## src/rtl/flash_seq_pkg.sv

```systemverilog
package flash_seq_pkg;

  localparam int ADDR_W = 22;
  localparam int DATA_W = 16;
  localparam int REG_ADDR_W = 8;
  localparam int REG_DATA_W = 32;
  localparam int SYNC_STAGES = 2;
  localparam int TIMER_W = 16;
  localparam int COUNT_W = 8;

  localparam logic [REG_ADDR_W-1:0] REG_CMD = 8'h00;
  localparam logic [REG_ADDR_W-1:0] REG_ADDR = 8'h04;
  localparam logic [REG_ADDR_W-1:0] REG_DATA = 8'h08;
  localparam logic [REG_ADDR_W-1:0] REG_STATUS = 8'h0C;
  localparam logic [REG_ADDR_W-1:0] REG_RDATA = 8'h10;
  localparam logic [REG_ADDR_W-1:0] REG_RESET = 8'h14;

  localparam int OPCODE_W = 4;
  localparam logic [OPCODE_W-1:0] OP_NONE = 4'h0;
  localparam logic [OPCODE_W-1:0] OP_CHIP_ERASE = 4'h1;
  localparam logic [OPCODE_W-1:0] OP_SECTOR_ERASE = 4'h2;
  localparam logic [OPCODE_W-1:0] OP_ADD_SECTOR = 4'h3;
  localparam logic [OPCODE_W-1:0] OP_SUSPEND = 4'h4;
  localparam logic [OPCODE_W-1:0] OP_RESUME = 4'h5;
  localparam logic [OPCODE_W-1:0] OP_RESET_CMD = 4'h6;
  localparam logic [OPCODE_W-1:0] OP_PW_PROGRAM = 4'h7;
  localparam logic [OPCODE_W-1:0] OP_READ = 4'h8;

  localparam int ST_BUSY = 0;
  localparam int ST_ACCUM = 1;
  localparam int ST_ERASING = 2;
  localparam int ST_SUSPENDED = 3;
  localparam int ST_REFUSED = 4;
  localparam int ST_TIMER_EXPIRED = 5;
  localparam int ST_READY = 6;
  localparam int ST_FLASH_RESET = 7;
  localparam int ST_ABORTED = 8;
  localparam int ST_PW_BUSY = 9;
  localparam int RESET_CTRL_BIT = 0;

  localparam logic [ADDR_W-1:0] UNLOCK_ADDR1 = 22'h000555;
  localparam logic [ADDR_W-1:0] UNLOCK_ADDR2 = 22'h0002AA;
  localparam logic [DATA_W-1:0] UNLOCK_DATA1 = 16'h00AA;
  localparam logic [DATA_W-1:0] UNLOCK_DATA2 = 16'h0055;
  localparam logic [DATA_W-1:0] CMD_ERASE_SETUP = 16'h0080;
  localparam logic [DATA_W-1:0] CMD_CHIP_ERASE = 16'h0010;
  localparam logic [DATA_W-1:0] CMD_SECTOR_ERASE = 16'h0030;
  localparam logic [DATA_W-1:0] CMD_SUSPEND = 16'h00B0;
  localparam logic [DATA_W-1:0] CMD_RESUME = 16'h0030;
  localparam logic [DATA_W-1:0] CMD_RESET = 16'h00F0;
  localparam logic [DATA_W-1:0] CMD_PW_PROGRAM = 16'h0038;

  localparam int CLOCK_MHZ = 250;
  localparam int CLOCK_PERIOD_NS = 4;
  localparam int ACCUM_WINDOW_US = 80;
  localparam int ACCUM_WINDOW_CYCLES = ACCUM_WINDOW_US * CLOCK_MHZ;
  localparam int SUSPEND_MAX_US = 20;
  localparam int SUSPEND_MAX_CYCLES = SUSPEND_MAX_US * CLOCK_MHZ;
  localparam int WE_LOW_NS = 35;
  localparam int WE_LOW_CYCLES = (WE_LOW_NS + CLOCK_PERIOD_NS - 1) / CLOCK_PERIOD_NS;
  localparam int RD_ACCESS_NS = 80;
  localparam int RD_ACCESS_CYCLES = (RD_ACCESS_NS + CLOCK_PERIOD_NS - 1) / CLOCK_PERIOD_NS;
  localparam int BUSY_SETTLE_NS = 500;
  localparam int BUSY_SETTLE_CYCLES = (BUSY_SETTLE_NS + CLOCK_PERIOD_NS - 1) / CLOCK_PERIOD_NS;
  localparam int ADD_GUARD_CYCLES = WE_LOW_CYCLES + 8;

  typedef enum logic [1:0] {E_IDLE, E_SETUP, E_PULSE, E_HOLD} eng_state_t;
  typedef enum logic [1:0] {S_IDLE, S_ISSUE, S_WAIT} seq_state_t;
  typedef enum logic [2:0] {M_IDLE, M_ACCUM, M_CHIP, M_SECTOR, M_SUSPENDING, M_SUSPENDED, M_PW} mode_t;

endpackage

```

## src/rtl/flash_bus_cycle.sv

```systemverilog
`timescale 1ns/10ps
module flash_bus_cycle
  import flash_seq_pkg::*;
(
  input wire logic sys_clk,
  input wire logic reset_n,
  input wire logic start,
  input wire logic write_en,
  input wire logic [ADDR_W-1:0] addr_in,
  input wire logic [DATA_W-1:0] data_in,
  input wire logic [DATA_W-1:0] dq_sync,
  output logic done,
  output logic [DATA_W-1:0] rdata,
  output logic [ADDR_W-1:0] flash_addr,
  output logic [DATA_W-1:0] flash_dq_out,
  output logic flash_dq_oe,
  output logic flash_we_n,
  output logic flash_oe_n,
  output logic flash_ce_n
);

  eng_state_t state, next_state;
  logic [COUNT_W-1:0] count, next_count, limit;
  logic is_write, next_is_write;
  logic next_done, next_dq_oe, next_we_n, next_oe_n, next_ce_n;
  logic [ADDR_W-1:0] next_addr;
  logic [DATA_W-1:0] next_dq_out, next_rdata;

  // Reads hold the output enable long enough to cover the pin synchroniser.
  assign limit = is_write ? COUNT_W'(WE_LOW_CYCLES) : COUNT_W'(RD_ACCESS_CYCLES + SYNC_STAGES);

  always_comb begin
    next_state = state;
    next_count = count;
    next_is_write = is_write;
    next_done = 1'b0;
    next_dq_oe = flash_dq_oe;
    next_we_n = flash_we_n;
    next_oe_n = flash_oe_n;
    next_ce_n = flash_ce_n;
    next_addr = flash_addr;
    next_dq_out = flash_dq_out;
    next_rdata = rdata;
    unique case (state)
      E_IDLE: begin
        if (start) begin
          next_is_write = write_en;
          next_addr = addr_in;
          next_dq_out = data_in;
          next_dq_oe = write_en;
          next_ce_n = 1'b0;
          next_state = E_SETUP;
        end
      end
      E_SETUP: begin
        next_we_n = !is_write;
        next_oe_n = is_write;
        next_count = '0;
        next_state = E_PULSE;
      end
      E_PULSE: begin
        next_count = count + COUNT_W'(1);
        if (count == limit - COUNT_W'(1)) begin
          next_we_n = 1'b1;
          next_oe_n = 1'b1;
          if (!is_write) begin
            next_rdata = dq_sync;
          end
          next_state = E_HOLD;
        end
      end
      E_HOLD: begin
        next_ce_n = 1'b1;
        next_dq_oe = 1'b0;
        next_done = 1'b1;
        next_state = E_IDLE;
      end
    endcase
  end

  always_ff @(posedge sys_clk or negedge reset_n) begin
    if (!reset_n) begin
      state <= E_IDLE;
      count <= '0;
      is_write <= 1'b0;
      done <= 1'b0;
      flash_dq_oe <= 1'b0;
      flash_we_n <= 1'b1;
      flash_oe_n <= 1'b1;
      flash_ce_n <= 1'b1;
      flash_addr <= '0;
      flash_dq_out <= '0;
      rdata <= '0;
    end else begin
      state <= next_state;
      count <= next_count;
      is_write <= next_is_write;
      done <= next_done;
      flash_dq_oe <= next_dq_oe;
      flash_we_n <= next_we_n;
      flash_oe_n <= next_oe_n;
      flash_ce_n <= next_ce_n;
      flash_addr <= next_addr;
      flash_dq_out <= next_dq_out;
      rdata <= next_rdata;
    end
  end

endmodule

```

## src/rtl/flash_erase_host.sv

```systemverilog
// The plain strobed port and the register addresses are this design's own decisions.
`timescale 1ns/10ps
// What this block does
// - Chip erase: six writes ending chip command
// - Hardware reset aborts erase; reissue later
// - Sector erase: six writes ending sector address
// - Keep added sector gaps under 80 us
// - Other command in window aborts to read
// - Resume at suspended bank; repeats ignored
// - Password as four unlocked 38h portions
// - Password programming needs reset command after
module flash_erase_host
  import flash_seq_pkg::*;
#(
  parameter int unsigned ACCUM_CYCLES = ACCUM_WINDOW_CYCLES,
  parameter int unsigned SUSPEND_CYCLES = SUSPEND_MAX_CYCLES
) (
  input wire logic sys_clk,
  input wire logic reset_n,
  input wire logic [REG_ADDR_W-1:0] reg_addr,
  input wire logic [REG_DATA_W-1:0] reg_wdata,
  input wire logic reg_wr,
  input wire logic reg_rd,
  output logic [REG_DATA_W-1:0] reg_rdata,
  output logic [ADDR_W-1:0] flash_addr,
  input wire logic [DATA_W-1:0] flash_dq_in,
  output logic [DATA_W-1:0] flash_dq_out,
  output logic flash_dq_oe,
  output logic flash_we_n,
  output logic flash_oe_n,
  output logic flash_ce_n,
  output logic flash_reset_n,
  input wire logic flash_ready_busy_n
);

  logic [DATA_W:0] pins_sync;
  logic [DATA_W-1:0] dq_sync, eng_rdata, eng_data;
  logic ready, eng_start, eng_done, cmd_go, accept, refuse_pulse, abort_pulse;
  logic [ADDR_W-1:0] eng_addr;

  logic [ADDR_W-1:0] addr_reg, next_addr_reg, cmd_addr, next_cmd_addr, susp_bank, next_susp_bank;
  logic [DATA_W-1:0] data_reg, next_data_reg, cmd_data, next_cmd_data, read_word, next_read_word;
  logic [REG_DATA_W-1:0] next_reg_rdata, status_word;
  logic reset_ctrl, next_reset_ctrl, refused, next_refused, aborted, next_aborted;
  logic [OPCODE_W-1:0] kind, next_kind, op;
  logic [2:0] step, next_step;
  logic [TIMER_W-1:0] timer, next_timer;
  seq_state_t seq, next_seq;
  mode_t mode, next_mode;

  pin_sync #(.WIDTH(DATA_W + 1)) u_sync (
    .sys_clk(sys_clk),
    .reset_n(reset_n),
    .din({flash_ready_busy_n, flash_dq_in}),
    .dout(pins_sync)
  );
  assign dq_sync = pins_sync[DATA_W-1:0];
  assign ready = pins_sync[DATA_W];

  flash_bus_cycle u_cycle (
    .sys_clk(sys_clk),
    .reset_n(reset_n),
    .start(eng_start),
    .write_en(kind != OP_READ),
    .addr_in(eng_addr),
    .data_in(eng_data),
    .dq_sync(dq_sync),
    .done(eng_done),
    .rdata(eng_rdata),
    .flash_addr(flash_addr),
    .flash_dq_out(flash_dq_out),
    .flash_dq_oe(flash_dq_oe),
    .flash_we_n(flash_we_n),
    .flash_oe_n(flash_oe_n),
    .flash_ce_n(flash_ce_n)
  );

  assign flash_reset_n = !reset_ctrl;
  assign cmd_go = reg_wr && (reg_addr == REG_CMD);
  assign op = reg_wdata[OPCODE_W-1:0];

  function automatic logic [2:0] last_step(input logic [OPCODE_W-1:0] k);
    if (k == OP_CHIP_ERASE || k == OP_SECTOR_ERASE) begin
      return 3'h5;
    end else if (k == OP_PW_PROGRAM) begin
      return 3'h3;
    end
    return 3'h0;
  endfunction

  // Host side of the command rules: nothing is sent that the device would ignore or that
  // would silently cancel the queued sector erase.
  function automatic logic allowed(input logic [OPCODE_W-1:0] o, input mode_t m, input logic [TIMER_W-1:0] t);
    if (o == OP_READ) begin
      return 1'b1;
    end
    unique case (m)
      M_IDLE: return o == OP_CHIP_ERASE || o == OP_SECTOR_ERASE || o == OP_PW_PROGRAM || o == OP_RESET_CMD;
      M_ACCUM: return o == OP_SUSPEND ||
        ((o == OP_ADD_SECTOR || o == OP_RESET_CMD) && 32'(t) + 32'(ADD_GUARD_CYCLES) < 32'(ACCUM_CYCLES));
      M_SECTOR: return o == OP_SUSPEND;
      M_SUSPENDED: return o == OP_RESUME || o == OP_RESET_CMD;
      M_CHIP, M_SUSPENDING, M_PW: return 1'b0;
    endcase
  endfunction

  always_comb begin
    eng_addr = cmd_addr;
    eng_data = cmd_data;
    unique case (step)
      3'h0: begin
        if (last_step(kind) != 3'h0) begin
          eng_addr = UNLOCK_ADDR1;
          eng_data = UNLOCK_DATA1;
        end else if (kind == OP_ADD_SECTOR) begin
          eng_data = CMD_SECTOR_ERASE;
        end else if (kind == OP_SUSPEND) begin
          eng_data = CMD_SUSPEND;
        end else if (kind == OP_RESUME) begin
          eng_addr = susp_bank;
          eng_data = CMD_RESUME;
        end else begin
          eng_data = CMD_RESET;
        end
      end
      3'h1, 3'h4: begin
        eng_addr = UNLOCK_ADDR2;
        eng_data = UNLOCK_DATA2;
      end
      3'h2: begin
        eng_addr = UNLOCK_ADDR1;
        eng_data = (kind == OP_PW_PROGRAM) ? CMD_PW_PROGRAM : CMD_ERASE_SETUP;
      end
      3'h3: begin
        if (kind != OP_PW_PROGRAM) begin
          eng_addr = UNLOCK_ADDR1;
          eng_data = UNLOCK_DATA1;
        end
      end
      3'h5: begin
        if (kind == OP_CHIP_ERASE) begin
          eng_addr = UNLOCK_ADDR1;
          eng_data = CMD_CHIP_ERASE;
        end else begin
          eng_data = CMD_SECTOR_ERASE;
        end
      end
      default: begin
        eng_addr = cmd_addr;
        eng_data = cmd_data;
      end
    endcase
  end

  always_comb begin
    next_seq = seq;
    next_mode = mode;
    next_kind = kind;
    next_step = step;
    next_timer = timer;
    next_cmd_addr = cmd_addr;
    next_cmd_data = cmd_data;
    next_susp_bank = susp_bank;
    next_read_word = read_word;
    eng_start = 1'b0;
    accept = 1'b0;
    refuse_pulse = 1'b0;
    abort_pulse = 1'b0;
    unique case (mode)
      M_ACCUM: begin
        next_timer = timer + TIMER_W'(1);
        if (32'(timer) + 32'd1 >= 32'(ACCUM_CYCLES)) begin
          next_mode = M_SECTOR;
          next_timer = '0;
        end
      end
      M_CHIP, M_SECTOR: begin
        if (32'(timer) < 32'(BUSY_SETTLE_CYCLES)) begin
          next_timer = timer + TIMER_W'(1);
        end else if (ready) begin
          next_mode = M_IDLE;
        end
      end
      M_SUSPENDING: begin
        next_timer = timer + TIMER_W'(1);
        if ((32'(timer) >= 32'(BUSY_SETTLE_CYCLES) && ready) || 32'(timer) + 32'd1 >= 32'(SUSPEND_CYCLES)) begin
          next_mode = M_SUSPENDED;
        end
      end
      M_PW: begin
        if (32'(timer) < 32'(BUSY_SETTLE_CYCLES)) begin
          next_timer = timer + TIMER_W'(1);
        end
      end
      M_IDLE, M_SUSPENDED: begin
        next_timer = timer;
      end
    endcase
    unique case (seq)
      S_IDLE: begin
        if (mode == M_PW && 32'(timer) >= 32'(BUSY_SETTLE_CYCLES) && ready) begin
          // Programming the password leaves every read returning status until reset is written.
          next_kind = OP_RESET_CMD;
          next_step = '0;
          next_seq = S_ISSUE;
          next_mode = M_IDLE;
        end else if (cmd_go) begin
          if (allowed(op, mode, timer) && !reset_ctrl) begin
            accept = 1'b1;
            next_kind = op;
            next_step = '0;
            next_cmd_addr = addr_reg;
            next_cmd_data = data_reg;
            next_seq = S_ISSUE;
          end else begin
            refuse_pulse = 1'b1;
          end
        end
      end
      S_ISSUE: begin
        eng_start = 1'b1;
        next_seq = S_WAIT;
        if (cmd_go) begin
          refuse_pulse = 1'b1;
        end
      end
      S_WAIT: begin
        if (cmd_go) begin
          refuse_pulse = 1'b1;
        end
        if (eng_done) begin
          if (step == last_step(kind)) begin
            next_seq = S_IDLE;
            next_timer = '0;
            if (kind == OP_CHIP_ERASE) begin
              next_mode = M_CHIP;
            end else if (kind == OP_SECTOR_ERASE || kind == OP_ADD_SECTOR) begin
              next_mode = M_ACCUM;
            end else if (kind == OP_SUSPEND) begin
              next_susp_bank = cmd_addr;
              next_mode = (mode == M_ACCUM) ? M_SUSPENDED : M_SUSPENDING;
            end else if (kind == OP_RESUME) begin
              next_mode = M_SECTOR;
            end else if (kind == OP_RESET_CMD) begin
              next_mode = (mode == M_SUSPENDED) ? M_SUSPENDED : M_IDLE;
            end else if (kind == OP_PW_PROGRAM) begin
              next_mode = M_PW;
            end else begin
              next_read_word = eng_rdata;
              next_timer = timer;
            end
          end else begin
            next_step = step + 3'h1;
            next_seq = S_ISSUE;
          end
        end
      end
    endcase
    if (reset_ctrl) begin
      // Holding the device in reset kills any erase; software must start over once it is released.
      abort_pulse = (mode != M_IDLE) && (mode != M_PW);
      next_mode = M_IDLE;
      next_timer = '0;
    end
  end

  always_ff @(posedge sys_clk or negedge reset_n) begin
    if (!reset_n) begin
      seq <= S_IDLE;
      mode <= M_IDLE;
      kind <= OP_NONE;
      step <= '0;
      timer <= '0;
      cmd_addr <= '0;
      cmd_data <= '0;
      susp_bank <= '0;
      read_word <= '0;
    end else begin
      seq <= next_seq;
      mode <= next_mode;
      kind <= next_kind;
      step <= next_step;
      timer <= next_timer;
      cmd_addr <= next_cmd_addr;
      cmd_data <= next_cmd_data;
      susp_bank <= next_susp_bank;
      read_word <= next_read_word;
    end
  end

  always_comb begin
    status_word = '0;
    status_word[ST_BUSY] = (seq != S_IDLE);
    status_word[ST_ACCUM] = (mode == M_ACCUM);
    status_word[ST_ERASING] = (mode == M_CHIP) || (mode == M_SECTOR) || (mode == M_SUSPENDING);
    status_word[ST_SUSPENDED] = (mode == M_SUSPENDED);
    status_word[ST_REFUSED] = refused;
    status_word[ST_TIMER_EXPIRED] = (mode == M_SECTOR) || (mode == M_SUSPENDING);
    status_word[ST_READY] = ready;
    status_word[ST_FLASH_RESET] = reset_ctrl;
    status_word[ST_ABORTED] = aborted;
    status_word[ST_PW_BUSY] = (mode == M_PW);
  end

  always_comb begin
    next_addr_reg = addr_reg;
    next_data_reg = data_reg;
    next_reset_ctrl = reset_ctrl;
    next_refused = refused;
    next_aborted = aborted;
    next_reg_rdata = '0;
    if (reg_wr) begin
      unique case (reg_addr)
        REG_ADDR: next_addr_reg = reg_wdata[ADDR_W-1:0];
        REG_DATA: next_data_reg = reg_wdata[DATA_W-1:0];
        REG_RESET: next_reset_ctrl = reg_wdata[RESET_CTRL_BIT];
        REG_STATUS: begin
          next_refused = refused && !reg_wdata[ST_REFUSED];
          next_aborted = aborted && !reg_wdata[ST_ABORTED];
        end
        default: next_addr_reg = addr_reg;
      endcase
    end
    // A new event beats a clear written in the same cycle.
    if (refuse_pulse) begin
      next_refused = 1'b1;
    end
    if (abort_pulse) begin
      next_aborted = 1'b1;
    end
    if (reg_rd) begin
      unique case (reg_addr)
        REG_CMD: next_reg_rdata = REG_DATA_W'(kind);
        REG_ADDR: next_reg_rdata = REG_DATA_W'(addr_reg);
        REG_DATA: next_reg_rdata = REG_DATA_W'(data_reg);
        REG_STATUS: next_reg_rdata = status_word;
        REG_RDATA: next_reg_rdata = REG_DATA_W'(read_word);
        REG_RESET: next_reg_rdata = REG_DATA_W'(reset_ctrl);
        default: next_reg_rdata = '0;
      endcase
    end
  end

  always_ff @(posedge sys_clk or negedge reset_n) begin
    if (!reset_n) begin
      addr_reg <= '0;
      data_reg <= '0;
      reset_ctrl <= 1'b0;
      refused <= 1'b0;
      aborted <= 1'b0;
      reg_rdata <= '0;
    end else begin
      addr_reg <= next_addr_reg;
      data_reg <= next_data_reg;
      reset_ctrl <= next_reset_ctrl;
      refused <= next_refused;
      aborted <= next_aborted;
      reg_rdata <= next_reg_rdata;
    end
  end

  AST_CHIP_LAST_WRITE: assert property (@(posedge sys_clk) disable iff (!reset_n)
    eng_start && kind == OP_CHIP_ERASE && step == 3'h5 |-> eng_data == CMD_CHIP_ERASE && eng_addr == UNLOCK_ADDR1)
    else $error("chip erase final write is wrong");
  AST_SECTOR_LAST_WRITE: assert property (@(posedge sys_clk) disable iff (!reset_n)
    eng_start && kind == OP_SECTOR_ERASE && step == 3'h5 |-> eng_data == CMD_SECTOR_ERASE && eng_addr == cmd_addr)
    else $error("sector erase final write is wrong");
  AST_ADD_IN_WINDOW: assert property (@(posedge sys_clk) disable iff (!reset_n)
    accept && op == OP_ADD_SECTOR |-> mode == M_ACCUM && 32'(timer) + 32'(ADD_GUARD_CYCLES) < 32'(ACCUM_CYCLES))
    else $error("added sector sent outside the window");
  AST_SUSPEND_LEGAL: assert property (@(posedge sys_clk) disable iff (!reset_n)
    accept && op == OP_SUSPEND |-> mode == M_ACCUM || mode == M_SECTOR)
    else $error("suspend sent outside a sector erase");
  AST_RESUME_BANK: assert property (@(posedge sys_clk) disable iff (!reset_n)
    eng_start && kind == OP_RESUME |-> eng_addr == susp_bank && eng_data == CMD_RESUME && mode == M_SUSPENDED)
    else $error("resume not sent to the suspended bank");
  AST_PW_COMMAND: assert property (@(posedge sys_clk) disable iff (!reset_n)
    eng_start && kind == OP_PW_PROGRAM && step == 3'h2 |-> eng_data == CMD_PW_PROGRAM ##1 !eng_start [*2])
    else $error("password portion lacks its command");
  AST_PW_RESET_FOLLOWS: assert property (@(posedge sys_clk) disable iff (!reset_n)
    mode == M_PW && seq == S_IDLE && next_seq == S_ISSUE && !reset_ctrl |=> kind == OP_RESET_CMD ##0 eng_start)
    else $error("no reset command after password programming");
  AST_WINDOW_CLOSED_BY_RESET: assert property (@(posedge sys_clk) disable iff (!reset_n)
    eng_done && kind == OP_RESET_CMD && mode == M_ACCUM && !reset_ctrl |=> mode == M_IDLE)
    else $error("window survives another command");
  AST_HW_RESET_ABORTS: assert property (@(posedge sys_clk) disable iff (!reset_n)
    $rose(reset_ctrl) && mode == M_CHIP |=> mode == M_IDLE && aborted && !flash_reset_n)
    else $error("hardware reset did not abort the erase");
  AST_CHIP_REFUSES: assert property (@(posedge sys_clk) disable iff (!reset_n)
    cmd_go && mode == M_CHIP && op != OP_READ |=> refused && kind == $past(kind))
    else $error("command accepted during chip erase");

endmodule

```

## src/rtl/pin_sync.sv

```systemverilog
`timescale 1ns/10ps
module pin_sync
  import flash_seq_pkg::*;
#(
  parameter int WIDTH = 1
) (
  input wire logic sys_clk,
  input wire logic reset_n,
  input wire logic [WIDTH-1:0] din,
  output logic [WIDTH-1:0] dout
);

  logic [WIDTH-1:0] first_stage;

  // Each pin bit passes two flops; only the second stage is read by logic.
  for (genvar i = 0; i < WIDTH; i++) begin : g_bit
    always_ff @(posedge sys_clk or negedge reset_n) begin
      if (!reset_n) begin
        first_stage[i] <= 1'b0;
        dout[i] <= 1'b0;
      end else begin
        first_stage[i] <= din[i];
        dout[i] <= first_stage[i];
      end
    end
  end

endmodule
```

## config.mk

```make
export PLATFORM = sky130hd
export DESIGN_NAME = flash_erase_host
export DESIGN_NICKNAME = d
export VERILOG_FILES = /design/src/rtl/flash_seq_pkg.sv /design/src/rtl/flash_bus_cycle.sv /design/src/rtl/flash_erase_host.sv /design/src/rtl/pin_sync.sv
export SDC_FILE = /design/constraint.sdc
export NUM_CORES = 1
export LEC_CHECK = 0
export BUFFER_PORTS_ARGS = -buffer_cell sky130_fd_sc_hd__buf_2
export CAP_MARGIN = 15
export CELL_PAD_IN_SITES_DETAIL_PLACEMENT = 2
export CELL_PAD_IN_SITES_GLOBAL_PLACEMENT = 2
export CORE_ASPECT_RATIO = 2
export CORE_MARGIN = 10
export CORE_UTILIZATION = 42
export CTS_CLUSTER_DIAMETER = 150
export CTS_CLUSTER_SIZE = 40
export DETAILED_ROUTE_END_ITERATION = 8
export PLACE_DENSITY = 0.86
export SLEW_MARGIN = 20
export SYNTH_ARGS = -nofsm -noshare
export SYNTH_HDL_FRONTEND = slang
export SYNTH_SLANG_ARGS = --single-unit
```

## constraint.sdc

```tcl
create_clock -name sys_clk -period 7.9 [get_ports sys_clk]
set_input_delay 0.395 -clock sys_clk [delete_from_list [all_inputs] [get_ports sys_clk]]
set_output_delay 0.395 -clock sys_clk [all_outputs]
set_load 0.01 [all_outputs]
```

## Word level (Yosys, flattened, before mapping)

Cells that the tools add are included.

- Input port bits: 61
- Flip-flop bits (word level): 281

- Order comparisons: 5
- Equal/unequal tests: 48
- Add/sub/neg operators: 6
- Muxes and demuxes: 111
- Bitwise logic cells: 8
- Reductions and logical operators: 64

Operator list:

| kind | number |
|---|---|
| 16-bit 2-to-1 mux | 13 |
| 22-bit 2-to-1 mux | 7 |
| 22-bit one-hot mux with 6 select lines | 1 |
| 22-bit one-hot mux with 5 select lines | 1 |
| 3-bit 2-to-1 mux | 27 |
| 16-bit one-hot mux with 5 select lines | 1 |
| 16-bit one-hot mux with 4 select lines | 1 |
| 8-bit 2-to-1 mux | 5 |
| 4-bit by 3-bit == test with 1-bit output, second input constant | 8 |
| 32-bit by 15-bit greater-or-equal comparator with 1-bit output, second input constant | 1 |
| 1-bit 2-to-1 mux | 32 |
| 2-bit nonzero test | 10 |
| 2-bit AND reduction | 9 |
| 16-bit by 1-bit adder with 17-bit output, second input constant | 1 |
| 16-bit by 5-bit adder with 17-bit output, second input constant | 1 |
| 17-bit by 13-bit greater-or-equal comparator with 1-bit output, second input constant | 1 |
| 17-bit by 15-bit less-than comparator with 1-bit output, second input constant | 1 |
| 16-bit by 1-bit adder with 16-bit output, second input constant | 1 |
| 4-bit by 2-bit == test with 1-bit output, second input constant | 4 |
| 8-bit by 4-bit == test with 1-bit output, second input constant | 2 |
| 8-bit by 5-bit == test with 1-bit output, second input constant | 2 |
| 16-bit by 7-bit greater-or-equal comparator with 1-bit output, second input constant | 1 |
| 16-bit by 7-bit less-than comparator with 1-bit output, second input constant | 1 |
| 8-bit one-hot mux with 2 select lines | 1 |
| 44 further kinds | 110 |

## Longest topological paths before layout

- Depth after elaboration: 16
- Mapped depth: 11

## Cells and area by module

A second synthesis with hierarchy kept.

- Cells, all modules: 1167
- Area, all modules: 13007.5 um2

By module, submodules not included:

| module | seq. area each (um2) | cells each | area each (um2) | times used |
|---|---|---|---|---|
| flash_erase_host | 4179.0 | 928 | 9253.9 | 1 |
| flash_bus_cycle | 1755.4 | 205 | 2902.8 | 1 |
| pin_sync | 850.8 | 34 | 850.8 | 1 |

## Least setup slack after synthesis

OpenSTA, ideal clock, no wires.

- Path kind: register -> register
- Start point: reg timer[0]
- End point: reg cmd_addr[0]
- Required time: 7775 ps
- Slack: 5159 ps
- Cell stages (with the launch flop): 11
- Arrival time: 2615 ps
- Clock period less this slack: 2741 ps
- Path through: dfrtp_1 > ha_1 > a31oi_1 > or4_4 > mux2i_1 > o221a_1 > o211a_1 > o21a_4 > nand3_4 > buf_6 > mux2_4

- Cells in the longest elaborated chain, start to end: 11

RTL lines:

| element | RTL line | RTL |
|---|---|---|
| start, declared | flash_erase_host.sv:47 | `logic [TIMER_W-1:0] timer, next_timer;` |
| start signal, assigned | flash_erase_host.sv:283 | `timer <= next_timer;` |
| 16-bit by 5-bit adder with 17-bit output | flash_erase_host.sv:100 | `((o == OP_ADD_SECTOR \|\| o == OP_RESET_CMD) && 32'(t) + 32'(ADD_GUARD_CYCLES) < 32'(ACCUM_CYCLES));` |
| 17-bit by 15-bit less-than comparator with 1-bit output | flash_erase_host.sv:100 |  |
| 1-bit logical AND | flash_erase_host.sv:100 |  |
| 1-bit logical OR | flash_erase_host.sv:99 | `M_ACCUM: return o == OP_SUSPEND \|\|` |
| 1-bit one-hot mux with 5 select lines | flash_erase_host.sv:97 | `unique case (m)` |
| 1-bit 2-to-1 mux | flash_erase_host.sv:97 |  |
| 1-bit 2-to-1 mux | flash_erase_host.sv:207 | `end else if (cmd_go) begin` |
| 1-bit 2-to-1 mux | flash_erase_host.sv:201 | `if (mode == M_PW && 32'(timer) >= 32'(BUSY_SETTLE_CYCLES) && ready) begin` |
| 1-bit 2-to-1 mux | flash_erase_host.sv:199 | `unique case (seq)` |
| 1-bit logical AND | flash_erase_host.sv:208 | `if (allowed(op, mode, timer) && !reset_ctrl) begin` |
| 4-bit AND reduction (no line) * | - |  |
| end signal, assigned | flash_erase_host.sv:284 | `cmd_addr <= next_cmd_addr;` |
| end, declared | flash_erase_host.sv:41 | `logic [ADDR_W-1:0] addr_reg, next_addr_reg, cmd_addr, next_cmd_addr, susp_bank, next_susp_bank;` |

Every way passes the cells marked *; elsewhere a longest branch is shown, timed or not. The select of a mux whose other input is x is not followed.
A chain may end at the register's enable or synchronous reset.

## Worst setup path in the final report

- Start point: reg timer[0]
- End point: reg timer[7]

- Cells in the longest elaborated chain, start to end: 8

RTL lines:

| element | RTL line | RTL |
|---|---|---|
| 16-bit by 1-bit adder with 17-bit output | flash_erase_host.sv:172 | `if (32'(timer) + 32'd1 >= 32'(ACCUM_CYCLES)) begin` |
| 32-bit by 15-bit greater-or-equal comparator with 1-bit output | flash_erase_host.sv:172 |  |
| 16-bit 2-to-1 mux | flash_erase_host.sv:172 |  |
| 16-bit one-hot mux with 4 select lines * | flash_erase_host.sv:169 | `unique case (mode)` |
| 16-bit 2-to-1 mux | flash_erase_host.sv:232 | `if (step == last_step(kind)) begin` |
| 16-bit 2-to-1 mux | flash_erase_host.sv:231 | `if (eng_done) begin` |
| 16-bit 2-to-1 mux * | flash_erase_host.sv:199 |  |
| 16-bit 2-to-1 mux * | flash_erase_host.sv:259 | `if (reset_ctrl) begin` |

Every way passes the cells marked *; elsewhere a longest branch is shown, timed or not.

==> key figures <==
Setup path
  • Critical Path Max Stage Delay: 680 ps
  • CP delay by family, top: simple AND/OR/NAND/NOR gates
  • Slowest-stage cell, CP: o211ai_2
  • Worst setup EP type: register
  • Critical path launch point: timer[0]
  • CP startpoint kind: register
  • Crit path depth: 9
  • Reg-to-Reg Start: timer[0]
  • Req. time, crit path: 8310 ps
  • Worst R2R Path Depth: 9
  • CP Max Fanout: 14
  • Critical path class: reg -> reg
  • WP data arrival: 4310 ps
  • CP Buf/Inv Count: 0
  • Cell Chain, Critical Path: ha_1 -> and3_1 -> nand4_1 -> nor2_1 -> xor2_1 -> a311oi_1 -> o211ai_2 -> nand2_1 -> a221o_1

Synthesis
  • Synth area leaders: dfrtp_1 53%, mux2_2 8.3%, mux2_4 4.2%
  • Top FF cell, synth: dfrtp_1
  • Yosys reg bits: 271
  • Post-synth EDFFs: 0
  • Mean area per synthesized cell: 11.0 sq um
  • Largest area contributor in the netlist: dfrtp_1
  • Syn Inst Count: 1159
  • Share of the synthesized area in the top cell type: 0.525
  • Yosys warns: 0
  • Count leader, synth: dfrtp_1
  • Async SR Flop Fraction: 1.00
  • Top post-synthesis cells by count: 268 x dfrtp_1, 104 x nor2_1, 94 x mux2_2
  • Yosys cell types: 81
  • Synthesized cell area: 12800 sq um
  • Seq/Total Area, Yosys: 0.531

Final layout
  • Fin cells: 1605
  • Fin nets: 1311
  • Multi-input gate area: 5490 sq um
  • Layout Utilization: 0.466
  • Synthesis-to-layout area growth: 9.61%
  • FF+latch area: 6790 sq um
  • Layout cell share with drive strength beyond 1: 0.231
  • Fillcell total: 3079

Drt
  • WL/cell: 24.9 microns
  • Routed Antenna Nets: 0
  • Initial DRC Count: 390
  • First-pass iteration count of the detailed router: 5
  • Total number of vias: 9503
  • Vias/cell: 5.92
  • Drt total wl: 40.0 mm
  • Drc violations: 0

Clock tree
  • CTS sink count: 271
  • Clk buf depth: 3
  • Reg clk slew, reported paths: 150 ps
  • Root Driver: clkbuf_16
  • H-tree depth: 1
  • Clock latency on the worst-skew pair: 510 ps
  • Post-CTS Setup Inserts: 0
  • CTS tree: built
  • Cts bufs inserted: 10
  • Post-CTS sizing: 0

Floorplanning
  • Initial core utilization: 0.425
  • Die area: 38200 sq um
  • Core Box Area: 30100 sq um
  • Row count: 90
  • Vert. Die Dim: 267 microns
  • Die Wd: 143 microns
  • I/O pin cnt: 136

STA
  • Max Fclk: 0.256 GHz
  • Final hold viol count: 0
  • Clk_skew: 26.6 ps
  • Setup TNS Final: 0 ps
  • Setup Viol. Count Final: 0
  • Slew @ Worst Pin: 1080 ps
  • Final min period: 3900 ps
  • Period utilization: 0.494
  • RSZ-0062 raised after global routing: no
  • Pins Over Slew Limit: 0
  • Slew headroom: 0.280

Place
  • Placed Cells: 1571
  • Port Buffer Count: 115
  • Gp weighted congestion: 0.863
  • Dpl hpwl: 30.0 mm

Global routing
  • Vias in the first global route: 10800
  • Initial antenna violation count: 2
  • Largest net degree at the start of global routing: 182
  • Gr usage total: 0.209
  • First-pass GRT wire length: 63.2 mm
  • Overflow after GRT: 0

Run status
  • Outcome: complete, no violations

Min path
  • Hold wc startpoint: reg_wdata[21]
  • Hold crit path type: in -> reg
  • Hold Path Depth: 2

Power
  • Pwr Total: 3.07 mW
  • Worst vdd ir: 0.136 mV
  • Power Density: 219 nW/um^2
  • Pleak: 6.69 nW

Job
  • Maxcap violations: 0
==> cell usage in the layout (no fill, tap or decap), types with 34 or more instances in the layout <==
cell and instances:
nand2_1 92, nor2_1 104, a21oi_1 51, o21ai_0 57
mux2_4 36, inv_1 34, dfrtp_1 268, buf_2 114
nand3_1 35, mux2_2 94
==> logic make-up (layout without fill, tap and decap cells) <==
family	count (synthesis)	count (layout)	share of synthesized area
other	1	12	0.000294
DFF	271	271	0.531
buffers and inverters	122	189	0.0434
AOI/OAI and AO/OA	247	247	0.134
xor gates and xnor gates	11	11	0.00754
and+or+nand+nor	349	349	0.134
muxes	140	140	0.133
adders and majority gates	18	18	0.0172
==> power by group <==
group | switching [mW] | internal (mW)
combinational | 0.477 | 0.272
clock | 0.427 | 0.259
sequential | 0.107 | 1.52
==> layout make-up <==
class / count / area share
diodes: 2 / 0.000357
clock buffers: 12 / 0.0199
clock inverters: 1 / 0.000804
inverters: 35 / 0.00938
multi-input cells: 775 / 0.392
flip-flops and latches: 271 / 0.485
well taps: 368 / 0.0329
repair buffers: 141 / 0.0601
==> worst paths after layout <==
check                                              end  slack, ps
worst max-delay path                          timer[7]       4000
worst min register to register          u_sync.dout[0]        360
worst max register to register                timer[7]       4000
max in group asynchronous                susp_bank[12]       5960
min in group asynchronous       u_cycle.flash_addr[13]        440
worst min-delay path                      addr_reg[21]        130
==> per-stage QoR <==
| stage | worst slack (ps) | hold WS (ps) | instance area (sq um) |
|---|---|---|---|
| floorplan | 5160 | 99.4 | 12800 |
| global placement | 4100 | 333 | 13500 |
| detailed placement | 3930 | 338 | 13500 |
| CTS | 3920 | 8.15 | 13900 |
| global route | 3680 | 108 | 14000 |
| finish | 4000 | 130 | 14000 |
==> layer usage <==
| metal | wire [microns] | part of all wire | track usage | up-vias |
|---|---|---|---|---|
| met5 | 0 | 0 | 0 | - |
| met4 | 2030 | 0.051 | 0.105 | 0 |
| met3 | 1090 | 0.027 | 0.0235 | 91 |
| met2 | 22400 | 0.56 | 0.395 | 201 |
| met1 | 14400 | 0.36 | 0.220 | 4932 |
| li1 | - | - | - | 4279 |
==> what timing repair did <==
item	in CTS	in global routing
hold buffers	15	3
endpoints found under the hold margin	104	3
setup endpoints to repair	0	0
(Power assumes the default switching activity.)
